===== config.mk =====
export PLATFORM = sky130hd
export DESIGN_NAME = port_jkl_override
export DESIGN_NICKNAME = d
export VERILOG_FILES = /design/src/port_jkl_pkg.sv /design/src/pin_sync.sv /design/src/pin_override_cell.sv /design/src/port_jkl_override.sv
export SDC_FILE = /design/constraint.sdc
export NUM_CORES = 1
export LEC_CHECK = 0
export ABC_AREA = 1
export BUFFER_PORTS_ARGS = -buffer_cell sky130_fd_sc_hd__buf_2
export CAP_MARGIN = 10
export CORE_MARGIN = 4
export CORE_UTILIZATION = 50
export CTS_CLUSTER_SIZE = 10
export DETAILED_ROUTE_END_ITERATION = 10
export HOLD_SLACK_MARGIN = 0.15
export PLACE_DENSITY = 0.75
export RECOVER_POWER = 50
export SYNTH_ARGS = -nofsm -noshare
export SYNTH_HDL_FRONTEND = slang
export SYNTH_HIERARCHICAL = 1
export SYNTH_SLANG_ARGS = --single-unit

===== constraint.sdc =====
create_clock -name clock -period 7.35 [get_ports clock]
set_clock_uncertainty 0.05 [all_clocks]
set_input_delay 0.735 -clock clock [delete_from_list [all_inputs] [get_ports clock]]
set_output_delay 0.735 -clock clock [all_outputs]
set_load 0.05 [all_outputs]

===== src/port_jkl_pkg.sv =====
// constants shared by the port j/k/l alternate-function override block
// assumes a 32-bit classic wishbone slave port with byte addresses
`default_nettype none

package port_jkl_pkg;

    // pin vector layout: port j, then port k, then port l
    localparam int PORT_W   = 8;
    localparam int NUM_PINS = 24;
    localparam int J_BASE   = 0;
    localparam int K_BASE   = 8;
    localparam int L_BASE   = 16;
    localparam int GRP1_W   = 7;

    // port j bit roles
    localparam int J_RX_BIT  = 0;
    localparam int J_TX_BIT  = 1;
    localparam int J_XCK_BIT = 2;
    localparam int J_FREE    = 7;

    // port l bit roles
    localparam int L_CAP4_BIT = 0;
    localparam int L_CAP5_BIT = 1;
    localparam int L_T5CK_BIT = 2;
    localparam int L_CMPA_BIT = 3;
    localparam int CMP_W      = 3;

    // register byte offsets
    localparam int            ADR_W       = 8;
    localparam logic [7:0]    CTRL_OFS    = 8'h00;
    localparam logic [7:0]    MASK1_OFS   = 8'h04;
    localparam logic [7:0]    MASK2_OFS   = 8'h08;
    localparam logic [7:0]    JLAT_OFS    = 8'h0C;
    localparam logic [7:0]    JDIR_OFS    = 8'h10;
    localparam logic [7:0]    KLAT_OFS    = 8'h14;
    localparam logic [7:0]    KDIR_OFS    = 8'h18;
    localparam logic [7:0]    LLAT_OFS    = 8'h1C;
    localparam logic [7:0]    LDIR_OFS    = 8'h20;
    localparam logic [7:0]    KDIS_OFS    = 8'h24;
    localparam logic [7:0]    PINS_OFS    = 8'h28;
    localparam logic [7:0]    STAT_OFS    = 8'h2C;
    localparam logic [7:0]    IMSK_OFS    = 8'h30;

    // control register fields
    localparam int CTRL_PUD_BIT  = 0;
    localparam int CTRL_GRP1_BIT = 1;
    localparam int CTRL_GRP2_BIT = 2;
    localparam int CTRL_TXEN_BIT = 3;
    localparam int CTRL_RXEN_BIT = 4;
    localparam int CTRL_SYNC_BIT = 5;
    localparam int CTRL_W        = 6;

    // status and interrupt mask fields
    localparam int STAT_GRP1_BIT = 0;
    localparam int STAT_GRP2_BIT = 1;
    localparam int STAT_W        = 2;

    localparam logic [7:0]  REG_RST  = 8'h00;
    localparam logic [31:0] WORD_0   = 32'h0000_0000;

endpackage : port_jkl_pkg

`default_nettype wire


===== src/pin_sync.sv =====
// two-flop synchroniser for the raw pad inputs
// assumes the pads are asynchronous to clock; only the second stage reads the first stage
`default_nettype none

module pin_sync
    import port_jkl_pkg::*;
#(
    parameter int W = NUM_PINS
) (
    input  wire logic         clock,    // system clock
    input  wire logic         sys_rst,  // async reset, high
    input  wire logic         ce,       // clock enable
    input  wire logic [W-1:0] rawIn,    // raw pad levels
    output logic      [W-1:0] syncOut   // synchronised levels
);

    logic [W-1:0] stage1_r;

    // first stage only feeds the second stage
    always_ff @(posedge clock or posedge sys_rst) begin
        if (sys_rst) begin
            stage1_r <= '0;
            syncOut  <= '0;
        end else if (ce) begin
            stage1_r <= rawIn;
            syncOut  <= stage1_r;
        end
    end

endmodule : pin_sync

`default_nettype wire


===== src/pin_override_cell.sv =====
// one pin's override multiplexer: each pair swaps a register setting
// assumes the caller registers the results; purely combinational
`default_nettype none

module pin_override_cell (
    input  wire logic normPullup,  // pull-up from latch and direction
    input  wire logic normDir,     // direction register bit
    input  wire logic normOut,     // output latch bit
    input  wire logic normInEn,    // normal input enable
    input  wire logic pullup_override_enable,        // pullup_override_enable
    input  wire logic pullup_override_value,        // pullup_override_value
    input  wire logic direction_override_enable,        // direction_override_enable
    input  wire logic direction_override_value,        // direction_override_value
    input  wire logic output_value_override_enable,        // output_value_override_enable
    input  wire logic output_value_override_value,        // output_value_override_value
    input  wire logic ieOe,        // input_enable_override_enable
    input  wire logic ieOv,        // input_enable_override_value
    input  wire logic pullupOff,   // global_pullup_disable
    output logic      pullEn,      // final pull-up
    output logic      dir,         // final direction, 1 = output
    output logic      outVal,      // final driven value
    output logic      inEn         // final input enable
);

    // substitute the override value while its enable is set
    assign pullEn = (pullup_override_enable ? pullup_override_value : normPullup) & ~pullupOff;
    assign dir    = direction_override_enable ? direction_override_value : normDir;
    assign outVal = output_value_override_enable ? output_value_override_value : normOut;
    assign inEn   = ieOe ? ieOv : normInEn;

endmodule : pin_override_cell

`default_nettype wire


===== src/port_jkl_override.sv =====
// alternate-function override for ports j, k and l, with wishbone registers
// assumes pads are resolved outside from pinOutVal and pinDriveEn_n
//
// The implementer's own choices: the placing of the registers and the Wishbone interface to the registers.
`default_nettype none

module port_jkl_override
    import port_jkl_pkg::*;
(
    input  wire logic                  clock,                  // system clock
    input  wire logic                  sys_rst,                // async reset, high
    input  wire logic                  ce,                     // clock enable
    input  wire logic                  cyc_i,                  // wishbone cycle
    input  wire logic                  stb_i,                  // wishbone strobe
    input  wire logic                  we_i,                   // wishbone write
    input  wire logic [ADR_W-1:0]      adr_i,                  // byte address
    input  wire logic [3:0]            sel_i,                  // byte selects
    input  wire logic [31:0]           dat_i,                  // write data
    output logic      [31:0]           dat_o,                  // read data
    output logic                       ack_o,                  // wishbone ack
    output logic                       irq,                    // interrupt level
    input  wire logic [NUM_PINS-1:0]   pinIn,                  // raw pad levels
    output logic      [NUM_PINS-1:0]   pinOutVal,              // pad drive value
    output logic      [NUM_PINS-1:0]   pinDriveEn_n,           // low = pad driven
    output logic      [NUM_PINS-1:0]   pinPullup,              // pull-up on
    output logic      [NUM_PINS-1:0]   pinInputEn,             // digital input on
    input  wire logic                  serial3TransmitLine,    // transmit data
    input  wire logic                  serial3ClockOut,        // clock to drive
    output logic                       serial3ReceiveLine,     // receive data
    output logic                       serial3ExternalClock,   // clock from pad
    output logic      [GRP1_W-1:0]     changeSourcesGroupOne,  // sources 15..9
    output logic      [PORT_W-1:0]     changeSourcesGroupTwo,  // sources 23..16
    input  wire logic [CMP_W-1:0]      timer5CompareEn,        // c, b, a enables
    input  wire logic [CMP_W-1:0]      timer5CompareOut,       // c, b, a levels
    output logic                       timer5ExternalClock,    // timer five clock
    output logic                       timer5CaptureTrigger,   // timer five capture
    output logic                       timer4CaptureTrigger    // timer four capture
);

    ////////////////////////////////////////////////////////////////////////////
    // registers

    logic [CTRL_W-1:0]   ctrl_r;
    logic [GRP1_W-1:0]   mask1_r;
    logic [PORT_W-1:0]   mask2_r;
    logic [NUM_PINS-1:0] latch_r;
    logic [NUM_PINS-1:0] dir_r;
    logic [PORT_W-1:0]   kDis_r;
    logic [STAT_W-1:0]   stat_r;
    logic [STAT_W-1:0]   stat_nxt;
    logic [STAT_W-1:0]   imsk_r;
    logic [NUM_PINS-1:0] pinSync;
    logic [NUM_PINS-1:0] pinPrev_r;
    logic [31:0]         rdData;
    logic                access;
    logic                wrEn;
    logic                statRead;
    logic                global_pullup_disable;
    logic                grp1;
    logic                grp2;
    logic                txEn;
    logic                rxEn;
    logic                syncMode;
    logic                xckOutEn;
    logic                evGrp1;
    logic                evGrp2;

    assign global_pullup_disable      = ctrl_r[CTRL_PUD_BIT];
    assign grp1     = ctrl_r[CTRL_GRP1_BIT];
    assign grp2     = ctrl_r[CTRL_GRP2_BIT];
    assign txEn     = ctrl_r[CTRL_TXEN_BIT];
    assign rxEn     = ctrl_r[CTRL_RXEN_BIT];
    assign syncMode = ctrl_r[CTRL_SYNC_BIT];

    // one-cycle answer: ack rises the cycle after the request, then drops
    assign access   = cyc_i & stb_i & ~ack_o;
    assign wrEn     = access & we_i & sel_i[0];
    assign statRead = access & ~we_i & (adr_i == STAT_OFS);

    always_ff @(posedge clock or posedge sys_rst) begin
        if (sys_rst) begin
            ack_o <= 1'b0;
        end else if (ce) begin
            ack_o <= access;
        end
    end

    // software-written settings; registers are up to 8 bits in byte lane 0
    always_ff @(posedge clock or posedge sys_rst) begin
        if (sys_rst) begin
            ctrl_r  <= REG_RST[CTRL_W-1:0];
            mask1_r <= REG_RST[GRP1_W-1:0];
            mask2_r <= REG_RST;
            latch_r <= '0;
            dir_r   <= '0;
            kDis_r  <= REG_RST;
            imsk_r  <= REG_RST[STAT_W-1:0];
        end else if (ce && wrEn) begin
            case (adr_i)
                CTRL_OFS:  ctrl_r  <= dat_i[CTRL_W-1:0];
                MASK1_OFS: mask1_r <= dat_i[GRP1_W-1:0];
                MASK2_OFS: mask2_r <= dat_i[PORT_W-1:0];
                JLAT_OFS:  latch_r[J_BASE+:PORT_W] <= dat_i[PORT_W-1:0];
                JDIR_OFS:  dir_r[J_BASE+:PORT_W]   <= dat_i[PORT_W-1:0];
                KLAT_OFS:  latch_r[K_BASE+:PORT_W] <= dat_i[PORT_W-1:0];
                KDIR_OFS:  dir_r[K_BASE+:PORT_W]   <= dat_i[PORT_W-1:0];
                LLAT_OFS:  latch_r[L_BASE+:PORT_W] <= dat_i[PORT_W-1:0];
                LDIR_OFS:  dir_r[L_BASE+:PORT_W]   <= dat_i[PORT_W-1:0];
                KDIS_OFS:  kDis_r  <= dat_i[PORT_W-1:0];
                IMSK_OFS:  imsk_r  <= dat_i[STAT_W-1:0];
                default: ;  // unmapped or read-only: write ignored, still acked
            endcase
        end
    end

    // read mux; unmapped offsets read as zero
    always_comb begin
        rdData = WORD_0;
        case (adr_i)
            CTRL_OFS:  rdData[CTRL_W-1:0] = ctrl_r;
            MASK1_OFS: rdData[GRP1_W-1:0] = mask1_r;
            MASK2_OFS: rdData[PORT_W-1:0] = mask2_r;
            JLAT_OFS:  rdData[PORT_W-1:0] = latch_r[J_BASE+:PORT_W];
            JDIR_OFS:  rdData[PORT_W-1:0] = dir_r[J_BASE+:PORT_W];
            KLAT_OFS:  rdData[PORT_W-1:0] = latch_r[K_BASE+:PORT_W];
            KDIR_OFS:  rdData[PORT_W-1:0] = dir_r[K_BASE+:PORT_W];
            LLAT_OFS:  rdData[PORT_W-1:0] = latch_r[L_BASE+:PORT_W];
            LDIR_OFS:  rdData[PORT_W-1:0] = dir_r[L_BASE+:PORT_W];
            KDIS_OFS:  rdData[PORT_W-1:0] = kDis_r;
            PINS_OFS:  rdData[NUM_PINS-1:0] = pinSync & pinInputEn;
            STAT_OFS:  rdData[STAT_W-1:0] = stat_r;
            IMSK_OFS:  rdData[STAT_W-1:0] = imsk_r;
            default:   rdData = WORD_0;
        endcase
    end

    always_ff @(posedge clock or posedge sys_rst) begin
        if (sys_rst) begin
            dat_o <= WORD_0;
        end else if (ce) begin
            dat_o <= access ? rdData : WORD_0;
        end
    end

    ////////////////////////////////////////////////////////////////////////////
    // pad inputs and change detection

    pin_sync #(.W(NUM_PINS)) u_sync (
        .clock   (clock),
        .sys_rst (sys_rst),
        .ce      (ce),
        .rawIn   (pinIn),
        .syncOut (pinSync)
    );

    always_ff @(posedge clock or posedge sys_rst) begin
        if (sys_rst) begin
            pinPrev_r <= '0;
        end else if (ce) begin
            pinPrev_r <= pinSync;
        end
    end

    // a masked source that toggles while its group is enabled is an event
    assign evGrp1 = grp1 & |(mask1_r & (pinSync[J_BASE+:GRP1_W]
                             ^ pinPrev_r[J_BASE+:GRP1_W]));
    assign evGrp2 = grp2 & |(mask2_r & (pinSync[K_BASE+:PORT_W]
                             ^ pinPrev_r[K_BASE+:PORT_W]));

    // sticky status; a read clears it but a same-cycle event wins
    always_comb begin
        stat_nxt = statRead ? '0 : stat_r;
        if (evGrp1) begin
            stat_nxt[STAT_GRP1_BIT] = 1'b1;
        end
        if (evGrp2) begin
            stat_nxt[STAT_GRP2_BIT] = 1'b1;
        end
    end

    always_ff @(posedge clock or posedge sys_rst) begin
        if (sys_rst) begin
            stat_r <= '0;
            irq    <= 1'b0;
        end else if (ce) begin
            stat_r <= stat_nxt;
            irq    <= |(stat_nxt & imsk_r);
        end
    end

    ////////////////////////////////////////////////////////////////////////////
    // override terms for each pin

    logic [NUM_PINS-1:0] pullup_override_enable, pullup_override_value, direction_override_enable, direction_override_value, output_value_override_enable, output_value_override_value, ieOe, normIe;
    logic [NUM_PINS-1:0] pullC, dirC, outC, ieC;

    // serial clock drives its pin only in synchronous mode with the direction bit set
    assign xckOutEn = syncMode & dir_r[J_BASE+J_XCK_BIT];

    always_comb begin
        pullup_override_enable   = '0;
        pullup_override_value   = '0;
        direction_override_enable   = '0;
        direction_override_value   = '0;
        output_value_override_enable   = '0;
        output_value_override_value   = '0;
        ieOe   = '0;
        normIe = '1;
        // port j: bits 6..0 are change inputs, bit 7 left alone
        ieOe[J_BASE+:GRP1_W] = mask1_r & {GRP1_W{grp1}};
        // transmit takes bit 1 as a driven output without pull-up
        pullup_override_enable[J_BASE+J_TX_BIT] = txEn;
        direction_override_enable[J_BASE+J_TX_BIT] = txEn;
        direction_override_value[J_BASE+J_TX_BIT] = 1'b1;
        output_value_override_enable[J_BASE+J_TX_BIT] = txEn;
        output_value_override_value[J_BASE+J_TX_BIT] = serial3TransmitLine;
        // receiver forces bit 0 to input; latch bit then picks pull-up
        pullup_override_enable[J_BASE+J_RX_BIT] = rxEn;
        pullup_override_value[J_BASE+J_RX_BIT] = latch_r[J_BASE+J_RX_BIT] & ~global_pullup_disable;
        direction_override_enable[J_BASE+J_RX_BIT] = rxEn;
        // serial clock output on bit 2
        direction_override_enable[J_BASE+J_XCK_BIT] = xckOutEn;
        direction_override_value[J_BASE+J_XCK_BIT] = 1'b1;
        output_value_override_enable[J_BASE+J_XCK_BIT] = xckOutEn;
        output_value_override_value[J_BASE+J_XCK_BIT] = serial3ClockOut;
        // port k: normal input enable follows the converter disable bits
        normIe[K_BASE+:PORT_W] = ~kDis_r;
        ieOe[K_BASE+:PORT_W]   = mask2_r & {PORT_W{grp2}};
        // port l: compare outputs a, b, c on bits 3, 4, 5
        output_value_override_enable[L_BASE+L_CMPA_BIT+:CMP_W] = timer5CompareEn;
        output_value_override_value[L_BASE+L_CMPA_BIT+:CMP_W] = timer5CompareOut;
    end

    // the analog path of port k bits goes to converter channels 8..15 at the pad
    for (genvar i = 0; i < NUM_PINS; i++) begin : g_cell
        pin_override_cell u_cell (
            .normPullup (latch_r[i] & ~dir_r[i]),
            .normDir    (dir_r[i]),
            .normOut    (latch_r[i]),
            .normInEn   (normIe[i]),
            .pullup_override_enable       (pullup_override_enable[i]),
            .pullup_override_value       (pullup_override_value[i]),
            .direction_override_enable       (direction_override_enable[i]),
            .direction_override_value       (direction_override_value[i]),
            .output_value_override_enable       (output_value_override_enable[i]),
            .output_value_override_value       (output_value_override_value[i]),
            .ieOe       (ieOe[i]),
            .ieOv       (1'b1),
            .pullupOff  (global_pullup_disable),
            .pullEn     (pullC[i]),
            .dir        (dirC[i]),
            .outVal     (outC[i]),
            .inEn       (ieC[i])
        );
    end

    // pad controls registered so every output leaves a flip-flop
    always_ff @(posedge clock or posedge sys_rst) begin
        if (sys_rst) begin
            pinOutVal    <= '0;
            pinDriveEn_n <= '1;
            pinPullup    <= '0;
            pinInputEn   <= '1;
        end else if (ce) begin
            pinOutVal    <= outC;
            pinDriveEn_n <= ~dirC;
            pinPullup    <= pullC;
            pinInputEn   <= ieC;
        end
    end

    // peripheral inputs; receive and change sources gated by the current input enable
    always_ff @(posedge clock or posedge sys_rst) begin
        if (sys_rst) begin
            serial3ReceiveLine    <= 1'b0;
            serial3ExternalClock  <= 1'b0;
            changeSourcesGroupOne <= '0;
            changeSourcesGroupTwo <= '0;
            timer5ExternalClock   <= 1'b0;
            timer5CaptureTrigger  <= 1'b0;
            timer4CaptureTrigger  <= 1'b0;
        end else if (ce) begin
            serial3ReceiveLine    <= pinSync[J_BASE+J_RX_BIT] & ieC[J_BASE+J_RX_BIT];
            serial3ExternalClock  <= pinSync[J_BASE+J_XCK_BIT] & syncMode
                                     & ~dir_r[J_BASE+J_XCK_BIT];
            changeSourcesGroupOne <= pinSync[J_BASE+:GRP1_W] & ieC[J_BASE+:GRP1_W];
            changeSourcesGroupTwo <= pinSync[K_BASE+:PORT_W] & ieC[K_BASE+:PORT_W];
            timer5ExternalClock   <= pinSync[L_BASE+L_T5CK_BIT];
            timer5CaptureTrigger  <= pinSync[L_BASE+L_CAP5_BIT];
            timer4CaptureTrigger  <= pinSync[L_BASE+L_CAP4_BIT];
        end
    end
endmodule : port_jkl_override

`default_nettype wire


* Yosys cells after proc, flatten, opt, wreduce, memory -nomap -nowiden
Index checks and enable logic that the tools add are counted.
Operators by class: order comparisons 0, $add $sub $neg 0, bitwise logic cells 97, equality and inequality tests 12, divide/modulo/power cells 0, reductions and logical operators 16, mux-type cells 27, multipliers 0, shift-type cells 0
Operators with widths (number):
- 1-bit bitwise AND | 60
- 4-bit case mux with 11 select lines | 1
- 8-bit by 6-bit equality test with 1-bit output (second input constant) | 5
- 8-bit by 5-bit equality test with 1-bit output (second input constant) | 4
- 1-bit NOT | 27
- 2-bit case mux with 13 select lines | 1
- 24-bit bitwise AND | 1
- 8-bit bitwise AND | 3
- 24-bit 2-to-1 mux | 1
- 24-bit NOT | 1
- 2-bit AND reduction | 11
- 1-bit 2-to-1 mux | 20
- 8-bit by 4-bit equality test with 1-bit output (second input constant) | 2
- 16-bit 2-to-1 mux | 1
- 1-bit case mux with 10 select lines | 1
- 1-bit case mux with 9 select lines | 1
- 8-bit by 3-bit equality test with 1-bit output (second input constant) | 1
- 8-bit logical NOT | 1
- 8-bit NOT | 1
- 8-bit OR reduction | 1
- 8-bit bitwise XOR | 1
- 7-bit bitwise AND | 1
- 7-bit OR reduction | 1
- 7-bit bitwise XOR | 1
- 4 further kinds | 4
Storage, ports and cells: latch bits 0, ROM bits 0, logic and storage cells 181, register bits 279, input port bits 82, bits in writable memories 0, memories 0, output and inout bits 150

* Depth between registers and ports, before layout
Gate-level depths: netlist (run 1).
depth in word-level cells 8, depth in mapped cells 12, depth with buffers taken out 12

* Modules after synthesis
The synthesis (run 1) kept the hierarchy.
By module, submodules not included:
- port_jkl_override | times used 1, cells each 1303, area an instance 10801.6 sq um, seq. area each 5990.7 sq um
- pin_sync | times used 1, cells each 204, area an instance 1809.2 sq um, seq. area each 1201.2 sq um
- pin_override_cell | times used 24, cells each 15, area an instance 62.6 sq um, seq. area each 0.0 sq um

* Worst setup path before layout (run 1)
OpenSTA, ideal clock, no wires.
path kind input-to-reg, from in cyc_i, to reg ctrl_r[0], cell stages on the path 9, path slack 5.504 ns, path buffers 2, arrival 1.664 ns, required time 7.168 ns, cell sequence nand3_4 > nor2_8 > inv_2 > nor2_4 > buf_8 > nand2_2 > buf_2 > nand2_1 > o21ai_1
On the way: cells in the longest elaborated chain, start to end 6
Ends and longest elaborated chain:
- from (decl) | line port_jkl_override.sv:13 | input wire logic cyc_i,
- 1-bit bitwise AND (2 in series) | line port_jkl_override.sv:76 | assign access = cyc_i & stb_i & ~ack_o;
- 1-bit bitwise AND (2 in series) | line port_jkl_override.sv:77 | assign wrEn = access & we_i & sel_i[0];
- 1-bit logical AND | line port_jkl_override.sv:98 | end else if (ce && wrEn) begin
- 2-bit AND reduction (no line)
- to (signal assigned) | line port_jkl_override.sv:91 | ctrl_r <= REG_RST[CTRL_W-1:0];
- to (signal assigned) | line port_jkl_override.sv:100 | CTRL_OFS: ctrl_r <= dat_i[CTRL_W-1:0];
- to (decl) | line port_jkl_override.sv:43 | logic [CTRL_W-1:0] ctrl_r;
No other way between the ends. A chain may end at the register's enable or synchronous reset.

* Worst setup path after layout (run 1)
from in ce, to reg latch_r[13]
On the way: cells in the longest elaborated chain, start to end 2
Ends and longest elaborated chain:
- from (decl) | line port_jkl_override.sv:12 | input wire logic ce,
- 1-bit logical AND | line port_jkl_override.sv:98
- 2-bit AND reduction (no line)
- to (signal, indexed assignment) | line port_jkl_override.sv:103 | JLAT_OFS: latch_r[J_BASE+:PORT_W] <= dat_i[PORT_W-1:0];
- to (signal, indexed assignment) | line port_jkl_override.sv:105 | KLAT_OFS: latch_r[K_BASE+:PORT_W] <= dat_i[PORT_W-1:0];
- to (signal, indexed assignment) | line port_jkl_override.sv:107 | LLAT_OFS: latch_r[L_BASE+:PORT_W] <= dat_i[PORT_W-1:0];
- to (decl) | line port_jkl_override.sv:46 | logic [NUM_PINS-1:0] latch_r;
No other way between the ends.

==> metrics.md, run 1 <==
| Metric | Value |
|---|---|
| CTS tree | `done` |
| CP peak stage delay | `1.55 ns` |
| Top post-synthesis cells by area | `dfrtp_1 42%, nand2_1 22%, dfstp_2 8.9%` |
| CTS HTree Levels | `2` |
| Setup Fix Bufs, Post-CTS | `0` |
| Initial antenna violation count | `2` |
| CTS clk-pin slew, worst paths | `0.05 ns` |
| TritonCTS Sinks | `285` |
| Iteration-0 DRC Markers | `943` |
| Nets@finish | `2372` |
| Die width | `176 um` |
| Initial Util | `0.508` |
| DP HPWL | `26.9 mm` |
| Data arrival time of the critical path | `4.88 ns` |
| Worst-Skew Late Latency | `0.52 ns` |
| CP Launch Type | `input pin` |
| Yosys reg bits | `285` |
| Crit-path max FO | `66` |
| DP Worst Slack | `4.13 ns` |
| Synth top area share | `0.420` |
| Synth warn | `6` |
| Slew margin rel. | `-0.887` |
| Largest net degree at the start of global routing | `106` |
| Vias in the first global route | `12000` |
| Vias | `12600` |
| Die height | `176 um` |
| Cts repair resizes | `0` |
| Max_cap viols | `4` |
| TritonCTS buffer count | `35` |
| Synth area leader | `dfrtp_1` |
| Unique masters post-synth | `35` |
| Critical Path RT | `7.66 ns` |
| CP bufs+invs | `3` |
| Total gr overflow | `0` |
| First-pass GRT wire length | `62.1 mm` |
| Cell Pwr Density | `226 nW/um2` |
| Design Power | `3.86 mW` |
| VDD IR-drop max | `0.000216 V` |
| Final instance area | `17100 um2` |
| Row Count | `61` |
| Tcrit/Tclk final | `0.622` |
| Placed Area | `16200 um2` |
| CTS Hold Buffers Added | `0` |
| Via density | `4.66` |
| Hold WC Path Type | `input pin to asynchronous set/reset pin` |
| Sequential share of the synthesized area | `0.510` |
| Delay-heaviest family, CP | `buffers and inverters` |
| Core box area | `27800 um2` |
| Routability congestion estimate | `0.897` |
| Minimum clock period | `4.57 ns` |
| DRT Pass-1 Iters | `7` |
| Mapped Cells | `1867` |
| Final setup fails | `0` |
| CTS root buffer | `clkbuf_16` |
| Crit Path Class | `input pin to flip-flop` |
| Setup crit end kind | `flip-flop` |
| Fraction of layout cells with a size suffix above 1 | `0.146` |
| Mapped Area | `14100 um2` |
| Slowest cell on crit path | `clkbuf_1` |
| Slew Limit Fails | `214` |
| Unrepaired setup endpoints after global routing | `no` |
| Setup_tns | `0 ns` |
| Die ar. | `31000 um2` |
| WL per Instance | `14.1 um` |
| I/O pin count | `232` |
| Worst setup margin | `2.78 ns` |
| Buffers added on ports | `196` |
| CTS Buffer Depth | `3` |
| Endpoints failing hold | `0` |
| GRT Overall Usage | `0.248` |
| Status | `finished with violations` |
| CP cell instances | `clkbuf_1 -> inv_4 -> nor2_8 -> inv_2 -> nor2_4 -> nand2_2 -> nand2_1 -> o21ai_1` |
| Layout area overhead | `21.2%` |
| Max Freq | `219 MHz` |
| Failing checks | `capacitance limit, slew limit` |
| WL final | `38.0 mm` |
| Pleak | `9.28 nW` |
| DRC violations left | `0` |
| Antenna viol nets, final | `0` |
| Slew @ Worst Pin | `2.83 ns` |
| Avg Cell Area, Syn | `7.56 um2` |
==> logic make-up after synthesis <==
| group | Yosys count | synth area share |
|---|---|---|
| simple gates | 1027 | 0.304 |
| flops | 285 | 0.510 |
| buf+inv | 314 | 0.0940 |
| compound gates | 239 | 0.0917 |
| other cells | 2 | 0.000532 |
==> Yosys cell counts <==
cell type / instances
nand2_1: 823
dfrtp_1: 237
inv_1: 234
o21ai_0: 137
nor2_1: 88
o21ai_1: 82
nand3_1: 49
dfstp_2: 48
clkbuf_1: 27
nor2_2: 25
buf_2: 16
buf_4: 15
inv_2: 11
nor2_4: 11
buf_6: 8
nand2_4: 8
nand3_4: 6
nand4_1: 6
o41ai_1: 6
o41ai_2: 5
nand2_2: 4
nor2_8: 3
a21oi_1: 2
a31oi_1: 2
buf_1: 2
conb_1: 2
o21ai_2: 2
and3_1: 1
buf_8: 1
nand3_2: 1
nand3b_1: 1
nor4_1: 1
o211ai_1: 1
o2bb2ai_1: 1
o31ai_1: 1
==> cells in the final DEF (no fill, tap or decap), types with 11 or more instances in the layout <==
cell type	instances
nand3_1	49
nor2_1	88
o21ai_1	82
nor2_4	11
clkbuf_16	35
o21ai_0	137
inv_1	234
clkbuf_1	43
conb_1	256
nor2_2	25
dfstp_2	48
o41ai_1	11
nand2_1	823
dfrtp_1	237
buf_2	174
==> worst paths after layout <==
| check | start | endpoint | slack [ns] | cells past startpoint |
|---|---|---|---|---|
| worst max-delay path | ce | latch_r[13] | 2.78 | 8 |
| max in group asynchronous | sys_rst | pinOutVal[10] | 3.70 | 3 |
| worst min-delay path | sys_rst | changeSourcesGroupTwo[2] | 0.36 | 2 |
| worst min register to register | pinOutVal[21] | pinOutVal[21] | 0.41 | 2 |
| worst max register to register | ack_o | latch_r[13] | 4.93 | 8 |
| min in group clock | pinIn[15] | u_sync/stage1_r[15] | 0.36 | 3 |
==> where the power goes <==
| group | switching, mW | leakage [nW] | internal [mW] |
|---|---|---|---|
| registers | 0.0674 | 3.64 | 1.68 |
| clock network | 0.643 | 0.486 | 0.908 |
| logic | 0.438 | 5.15 | 0.120 |
==> routing by layer <==
metal | wire length (um) | vias to the layer above | GRT usage
met3 | 2530 | 78 | 0.0441
met4 | 1160 | 2 | 0.0744
li1 | - | 6302 | -
met1 | 16300 | 5788 | 0.335
met2 | 18000 | 385 | 0.414
met5 | 13 | - | 0
==> through the flow <==
| step | std cells | hold WS, ns | utilization |
|---|---|---|---|
| finish | 2692 | 0.356 | 0.616 |
| global route | 2692 | 0.361 | 0.616 |
| CTS | 2691 | 0.350 | 0.618 |
| detailed placement | 2631 | 0.404 | 0.582 |
| global placement | 2631 | 0.399 | 0.582 |
| floorplan | 2121 | 0.392 | - |
==> cell type report <==
class                           count  area [um2]
Antenna cell                        1        2.50
Clock buffer                       56         975
Clock inverter                      4        35.0
Fill cell                        2696       10700
Inverter                          245         930
Multi-Input combinational cell   1522        6510
Sequential cell                   285        7190
Tap cell                          378         473
Timing Repair Buffer              201         983
==> registers in the layout (all words and copies together) (netlist names), 2 cells and up <==
| signal | count |
|---|---|
| u_sync/stage1_r | 24 |
| pinInputEn | 24 |
| pinPullup | 24 |
| ctrl_r | 6 |
| kDis_r | 8 |
| dir_r | 24 |
| changeSourcesGroupTwo | 8 |
| stat_r | 2 |
| latch_r | 24 |
| imsk_r | 2 |
| dat_o | 24 |
| mask1_r | 7 |
| pinOutVal | 24 |
| pinDriveEn_n | 24 |
| mask2_r | 8 |
| u_sync/syncOut | 24 |
| changeSourcesGroupOne | 7 |
| pinPrev_r | 15 |
Note: power is estimated with default switching activity, not from simulation.
==> run 2, diff against run 1 <==
--- a/config.mk
+++ b/config.mk
@@ -13,7 +13,7 @@
 export CTS_CLUSTER_SIZE = 10
 export DETAILED_ROUTE_END_ITERATION = 10
 export HOLD_SLACK_MARGIN = 0.15
-export PLACE_DENSITY = 0.75
+export PLACE_DENSITY = 0.72
 export RECOVER_POWER = 50
 export SYNTH_ARGS = -nofsm -noshare
 export SYNTH_HDL_FRONTEND = slang
==> constraint.sdc (replaced) <==
create_clock -name clock -period 4.5 [get_ports clock]
set_clock_uncertainty 0.05 [all_clocks]
set_input_delay 0.45 -clock clock [delete_from_list [all_inputs] [get_ports clock]]
set_output_delay 0.45 -clock clock [all_outputs]
set_load 0.05 [all_outputs]
==> run 2 against run 1 <==
  * The run still ends with capacitance limit, slew limit left
  * Cell count up 1.0%
  * Register-to-register slack worse by 2.8 ns
  * Sequential cell count unchanged
  * Sequential share of layout area down 0.59 points
  * Critical path type is now input pin to asynchronous set/reset pin
==> metrics.md, run 2 (synthesized netlist as in run 1, its figures left out) <==
| Metric | Value |
|---|---|
| Status | `finished with violations` |
| Failing checks | `capacitance limit, slew limit` |
| Sink of the worst hold path | `pinOutVal[20]` |
| Largest net degree at the start of global routing | `143` |
| Worst-Skew Late Latency | `0.52 ns` |
| Nets@finish | `2397` |
| Tcrit/Tclk final | `0.627` |
| Most frequent cells in the layout | `823 x nand2_1, 256 x conb_1, 237 x dfrtp_1` |
| Data arrival time of the critical path | `2.92 ns` |
| Pleak | `9.40 nW` |
| Minimum clock period | `2.82 ns` |
| FF-to-FF path depth | `8` |
| FF-to-FF End | `mask1_r[1]` |
| Max Freq | `354 MHz` |
| Routability congestion estimate | `0.917` |
| Die height | `176 um` |
| Die ar. | `31000 um2` |
| DRC violations left | `0` |
| TritonCTS buffer count | `34` |
| Crit-path max FO | `93` |
| CTS tree | `done` |
| I/O pin count | `232` |
| Setup crit end kind | `asynchronous set/reset pin` |
| Cell Count, Final, Fillers Out | `2719` |
| Hold WS | `0.197 ns` |
| Initial antenna violation count | `2` |
| Layout area overhead | `22.9%` |
| Slew margin rel. | `-0.498` |
| Hold wc startpoint | `timer5CompareEn[1]` |
| Max_cap viols | `3` |
| CTS root buffer | `clkbuf_16` |
| CTS clk-pin slew, worst paths | `0.06 ns` |
| Slew Limit Fails | `286` |
| GRT Overall Usage | `0.244` |
| Row Count | `61` |
| Setup_tns | `0 ns` |
| Setup Fix Bufs, Post-CTS | `0` |
| Reg2Reg Setup Slack | `2.11 ns` |
| Vias | `12500` |
| Buffers added on ports | `196` |
| First-pass GRT wire length | `60.9 mm` |
| Total gr overflow | `0` |
| DRT Pass-1 Iters | `5` |
| Core box area | `27800 um2` |
| Utilization after layout | `0.624` |
| Critical Path RT | `4.60 ns` |
| Antenna viol nets, final | `0` |
| CP Launch Type | `input pin` |
| Final setup fails | `0` |
| Unrepaired setup endpoints after global routing | `no` |
| Hold WC Path Type | `input pin to flip-flop` |
| Design Power | `6.26 mW` |
| DP HPWL | `26.2 mm` |
| Fraction of layout cells with a size suffix above 1 | `0.148` |
| Vias in the first global route | `12000` |
| CTS HTree Levels | `2` |
| Cell Pwr Density | `361 nW/um2` |
| Crit Path Class | `input pin to asynchronous set/reset pin` |
| Hold Crit Depth | `4` |
| Placed Cells | `2632` |
| CTS Buffer Depth | `3` |
| Worst r2r src | `ack_o` |
| TritonCTS Sinks | `285` |
| Die width | `176 um` |
| VDD IR-drop max | `0.000217 V` |
| WL per Instance | `13.8 um` |
| Initial Util | `0.508` |
| Slew @ Worst Pin | `2.25 ns` |
| Iteration-0 DRC Markers | `703` |
| Endpoints failing hold | `0` |
| Most common cell after layout, fill and taps aside | `nand2_1` |
| WL final | `37.6 mm` |
| Via density | `4.59` |
run 2: cell types whose count changed in the layout (fill, tap and decap cells not counted), sizes merged:
cell	delta
buf	+9
clkbuf	-6
clkinvlp	+1
dlygate4sd3	+25
inv	-2
run 2: stage by stage:
step / instance area, um2 / worst slack, ns
CTS: 17400 / 2.05
finish: 17300 / 1.68
global route: 17300 / 1.19
global placement: 16200 / 2.01
detailed placement: 16200 / 1.92
floorplan: 15100 / 0.933
run 2: power breakdown:
group,switching [mW],internal [mW]
Sequential,0.110,2.75
Clock,1.03,1.44
Combinational,0.714,0.211
Total,1.86,4.40
run 2: critical path: stages:
cell and delay [ns]:
dlygate4sd3_1 0.53, clkbuf_1 0.12, clkinvlp_2 0.13, clkbuf_2 1.57
run 2: what timing repair did:
action / 4_1_cts / 5_1_grt
hold buffers: 25 / 0
hold endpoints to repair: 29 / 0
resized for setup: 0 / 0
run 2: worst max path at each step:
| stage | startpoint | end | slack (ns) | cells past startpoint |
|---|---|---|---|---|
| global route | sys_rst | dat_o[7] | 1.19 | 4 |
| global placement | cyc_i | latch_r[12] | 2.01 | 8 |
| finish | sys_rst | pinOutVal[12] | 1.68 | 4 |
| floorplan | sys_rst | ack_o | 0.93 | 1 |
| detailed placement | ce | pinDriveEn_n[9] | 1.92 | 6 |
| CTS | ack_o | latch_r[8] | 2.05 | 8 |
run 2: final cells by class:
class / count / area [um2]
flip-flops and latches: 285 / 7190
well taps: 378 / 473
diodes: 1 / 2.50
clock buffers: 58 / 951
repair buffers: 227 / 1260
inverters: 245 / 923
clock inverters: 3 / 33.8
fillers: 2620 / 10400
multi-input cells: 1522 / 6510
run 2: per-layer routing:
layer / share of wire / vias to the layer above / GRT usage
li1: - / 6368 / -
met1: 0.44 / 5712 / 0.323
met2: 0.47 / 333 / 0.413
met3: 0.057 / 75 / 0.0443
met4: 0.029 / 2 / 0.0718
met5: 0.00043 / - / 0
==> run 3, diff against run 2 <==
==> constraint.sdc (replaced) <==
create_clock -name clock -period 2.92 [get_ports clock]
set_clock_uncertainty 0.05 [all_clocks]
set_input_delay 0.292 -clock clock [delete_from_list [all_inputs] [get_ports clock]]
set_output_delay 0.292 -clock clock [all_outputs]
set_load 0.05 [all_outputs]
==> run 3 against run 2 <==
  * Combinational power up 56%
  * Routed wire length rose by 0.98%
  * Critical endpoint is now latch_r[10]
  * Largest cell class unchanged
  * The flow still finishes with violations (capacitance limit, slew limit)
  * First-iteration DRC count grew 15%
==> metrics.md, run 3 (synthesized netlist as in run 1, its figures left out) <==
| Metric | Value |
|---|---|
| Data arrival time of the critical path | `2.69 ns` |
| Sequential cell area | `7190 um2` |
| Die ar. | `31000 um2` |
| WL per Instance | `13.9 um` |
| Buffers added on ports | `196` |
| Setup crit end kind | `flip-flop` |
| CP Launch Type | `flip-flop` |
| Slowest cell on crit path | `nor2_4` |
| TritonCTS Sinks | `285` |
| CTS root buffer | `clkbuf_16` |
| CTS HTree Levels | `2` |
| Fill count | `2524` |
| GRT Overall Usage | `0.249` |
| Initial antenna violation count | `2` |
| Slew margin rel. | `-0.200` |
| WL final | `37.9 mm` |
| Via density | `4.60` |
| Tcrit/Tclk final | `0.813` |
| Layout area overhead | `24.5%` |
| Minimum clock period | `2.37 ns` |
| Die height | `176 um` |
| DRT Pass-1 Iters | `8` |
| Core box area | `27800 um2` |
| Unrepaired setup endpoints after global routing | `no` |
| Delay-heaviest family, CP | `simple AND/OR/NAND/NOR gates` |
| Most common cell after layout, fill and taps aside | `nand2_1` |
| Routability congestion estimate | `0.936` |
| First-pass GRT wire length | `62.2 mm` |
| Slew @ Worst Pin | `1.80 ns` |
| Crit-path most repeated cell | `inv_2` |
| Slew Limit Fails | `49` |
| Failing checks | `capacitance limit, slew limit` |
| Worst-Skew Late Latency | `0.51 ns` |
| Nets@finish | `2418` |
| Cts repair resizes | `0` |
| DP HPWL | `26.5 mm` |
| Initial Util | `0.508` |
| Cell Pwr Density | `555 nW/um2` |
| Fraction of layout cells with a size suffix above 1 | `0.126` |
| Design Power | `9.75 mW` |
| DP Worst Slack | `0.537 ns` |
| Hold WC Path Type | `input pin to flip-flop` |
| Area of the multi-input gates | `6550 um2` |
| CTS tree | `done` |
| Largest net degree at the start of global routing | `156` |
| Critical Path RT | `3.23 ns` |
| Die width | `176 um` |
| Most frequent cells in the layout | `823 x nand2_1, 256 x conb_1, 237 x dfrtp_1` |
| Pleak | `9.33 nW` |
| CTS clk-pin slew, worst paths | `0.06 ns` |
| Iteration-0 DRC Markers | `805` |
| Row Count | `61` |
| Met2 WL | `17.9 mm` |
| Worst setup margin | `0.547 ns` |
| CP peak stage delay | `0.54 ns` |
| Status | `finished with violations` |
| CP cell instances | `inv_2 -> nand3_4 -> nor2_8 -> inv_2 -> nor2_4 -> nand2_2 -> nand2_1 -> o21ai_1` |
| Wl on met1 | `16.6 mm` |
| Antenna viol nets, final | `0` |
| CTS Buffer Depth | `3` |
| TritonCTS buffer count | `34` |
| DR top layer | `met5` |
| Max_cap viols | `1` |
| Total gr overflow | `0` |
| VDD IR-drop max | `0.000404 V` |
| Vias | `12600` |
| Utilization after layout | `0.632` |
| Setup Fix Bufs, Post-CTS | `0` |
| Crit-path max FO | `16` |
| Crit Path Class | `flip-flop to flip-flop` |
| Max Freq | `421 MHz` |
| I/O pin count | `232` |
| Final setup fails | `0` |
| Vias in the first global route | `12100` |
| Wire length on met3 | `2.17 mm` |
| DRC violations left | `0` |
| Endpoints failing hold | `0` |
| CP bufs+invs | `2` |
## run 3: cell count changes in the layout (fill, tap and decap cells not counted), sizes merged
| cell | delta |
|---|---|
| clkbuf | +55 |
| buf | -52 |
| dlygate4sd3 | +20 |
| inv | -2 |
| clkinv | -1 |
## run 3: layer usage
layer / GRT usage / vias up
li1: - / 6393
met1: 0.338 / 5751
met2: 0.412 / 370
met3: 0.0385 / 92
met4: 0.0864 / 2
met5: 0 / -
## run 3: timing repair
| action | 4_1_cts | 5_1_grt |
|---|---|---|
| endpoints found under the setup margin | 0 | 0 |
| hold endpoints to repair | 209 | 0 |
| hold buffers | 45 | 0 |
## run 3: worst paths after layout
check / end / slack, ns / cells after the start / startpoint
max in group asynchronous: ack_o / 0.86 / 4 / sys_rst
hold / removal: mask2_r[7] / 0.25 / 3 / dat_i[7]
setup reg to reg: latch_r[10] / 0.55 / 8 / ack_o
hold reg to reg: timer4CaptureTrigger / 0.42 / 2 / timer4CaptureTrigger
setup / recovery: latch_r[10] / 0.55 / 8 / ack_o
min in group asynchronous: dat_o[22] / 0.29 / 3 / sys_rst
## run 3: tightest hold or removal path, stage by stage
cell     delay, ns
buf_2         0.08
inv_1         0.20
o21ai_1       0.19
## run 3: power breakdown
part / internal, mW / leakage (nW) / switching [mW] / total (mW)
sequential: 4.24 / 3.64 / 0.167 / 4.41
clock: 2.33 / 0.483 / 1.57 / 3.90
combinational: 0.330 / 5.21 / 1.11 / 1.44
total: 6.90 / 9.33 / 2.84 / 9.75
## run 3: area by class of cell
type                    instances  area share
flip-flops and latches        285       0.409
well taps                     378      0.0269
diodes                          1    0.000142
inverters                     245      0.0526
clock buffers                  60      0.0576
multi-input cells            1522       0.373
repair buffers                248      0.0807
## run 3: stage by stage
stage                     hold WS, ns  instances  setup TNS [ns]  area (um2)
final                           0.250       2739               0       17600
after global routing            0.259       2739               0       17600
after CTS                       0.236       2738               0       17700
after detailed placement        0.239       2633               0       16200
after global placement          0.228       2633               0       16200
after floorplan                 0.354       2121          -92.36       15100
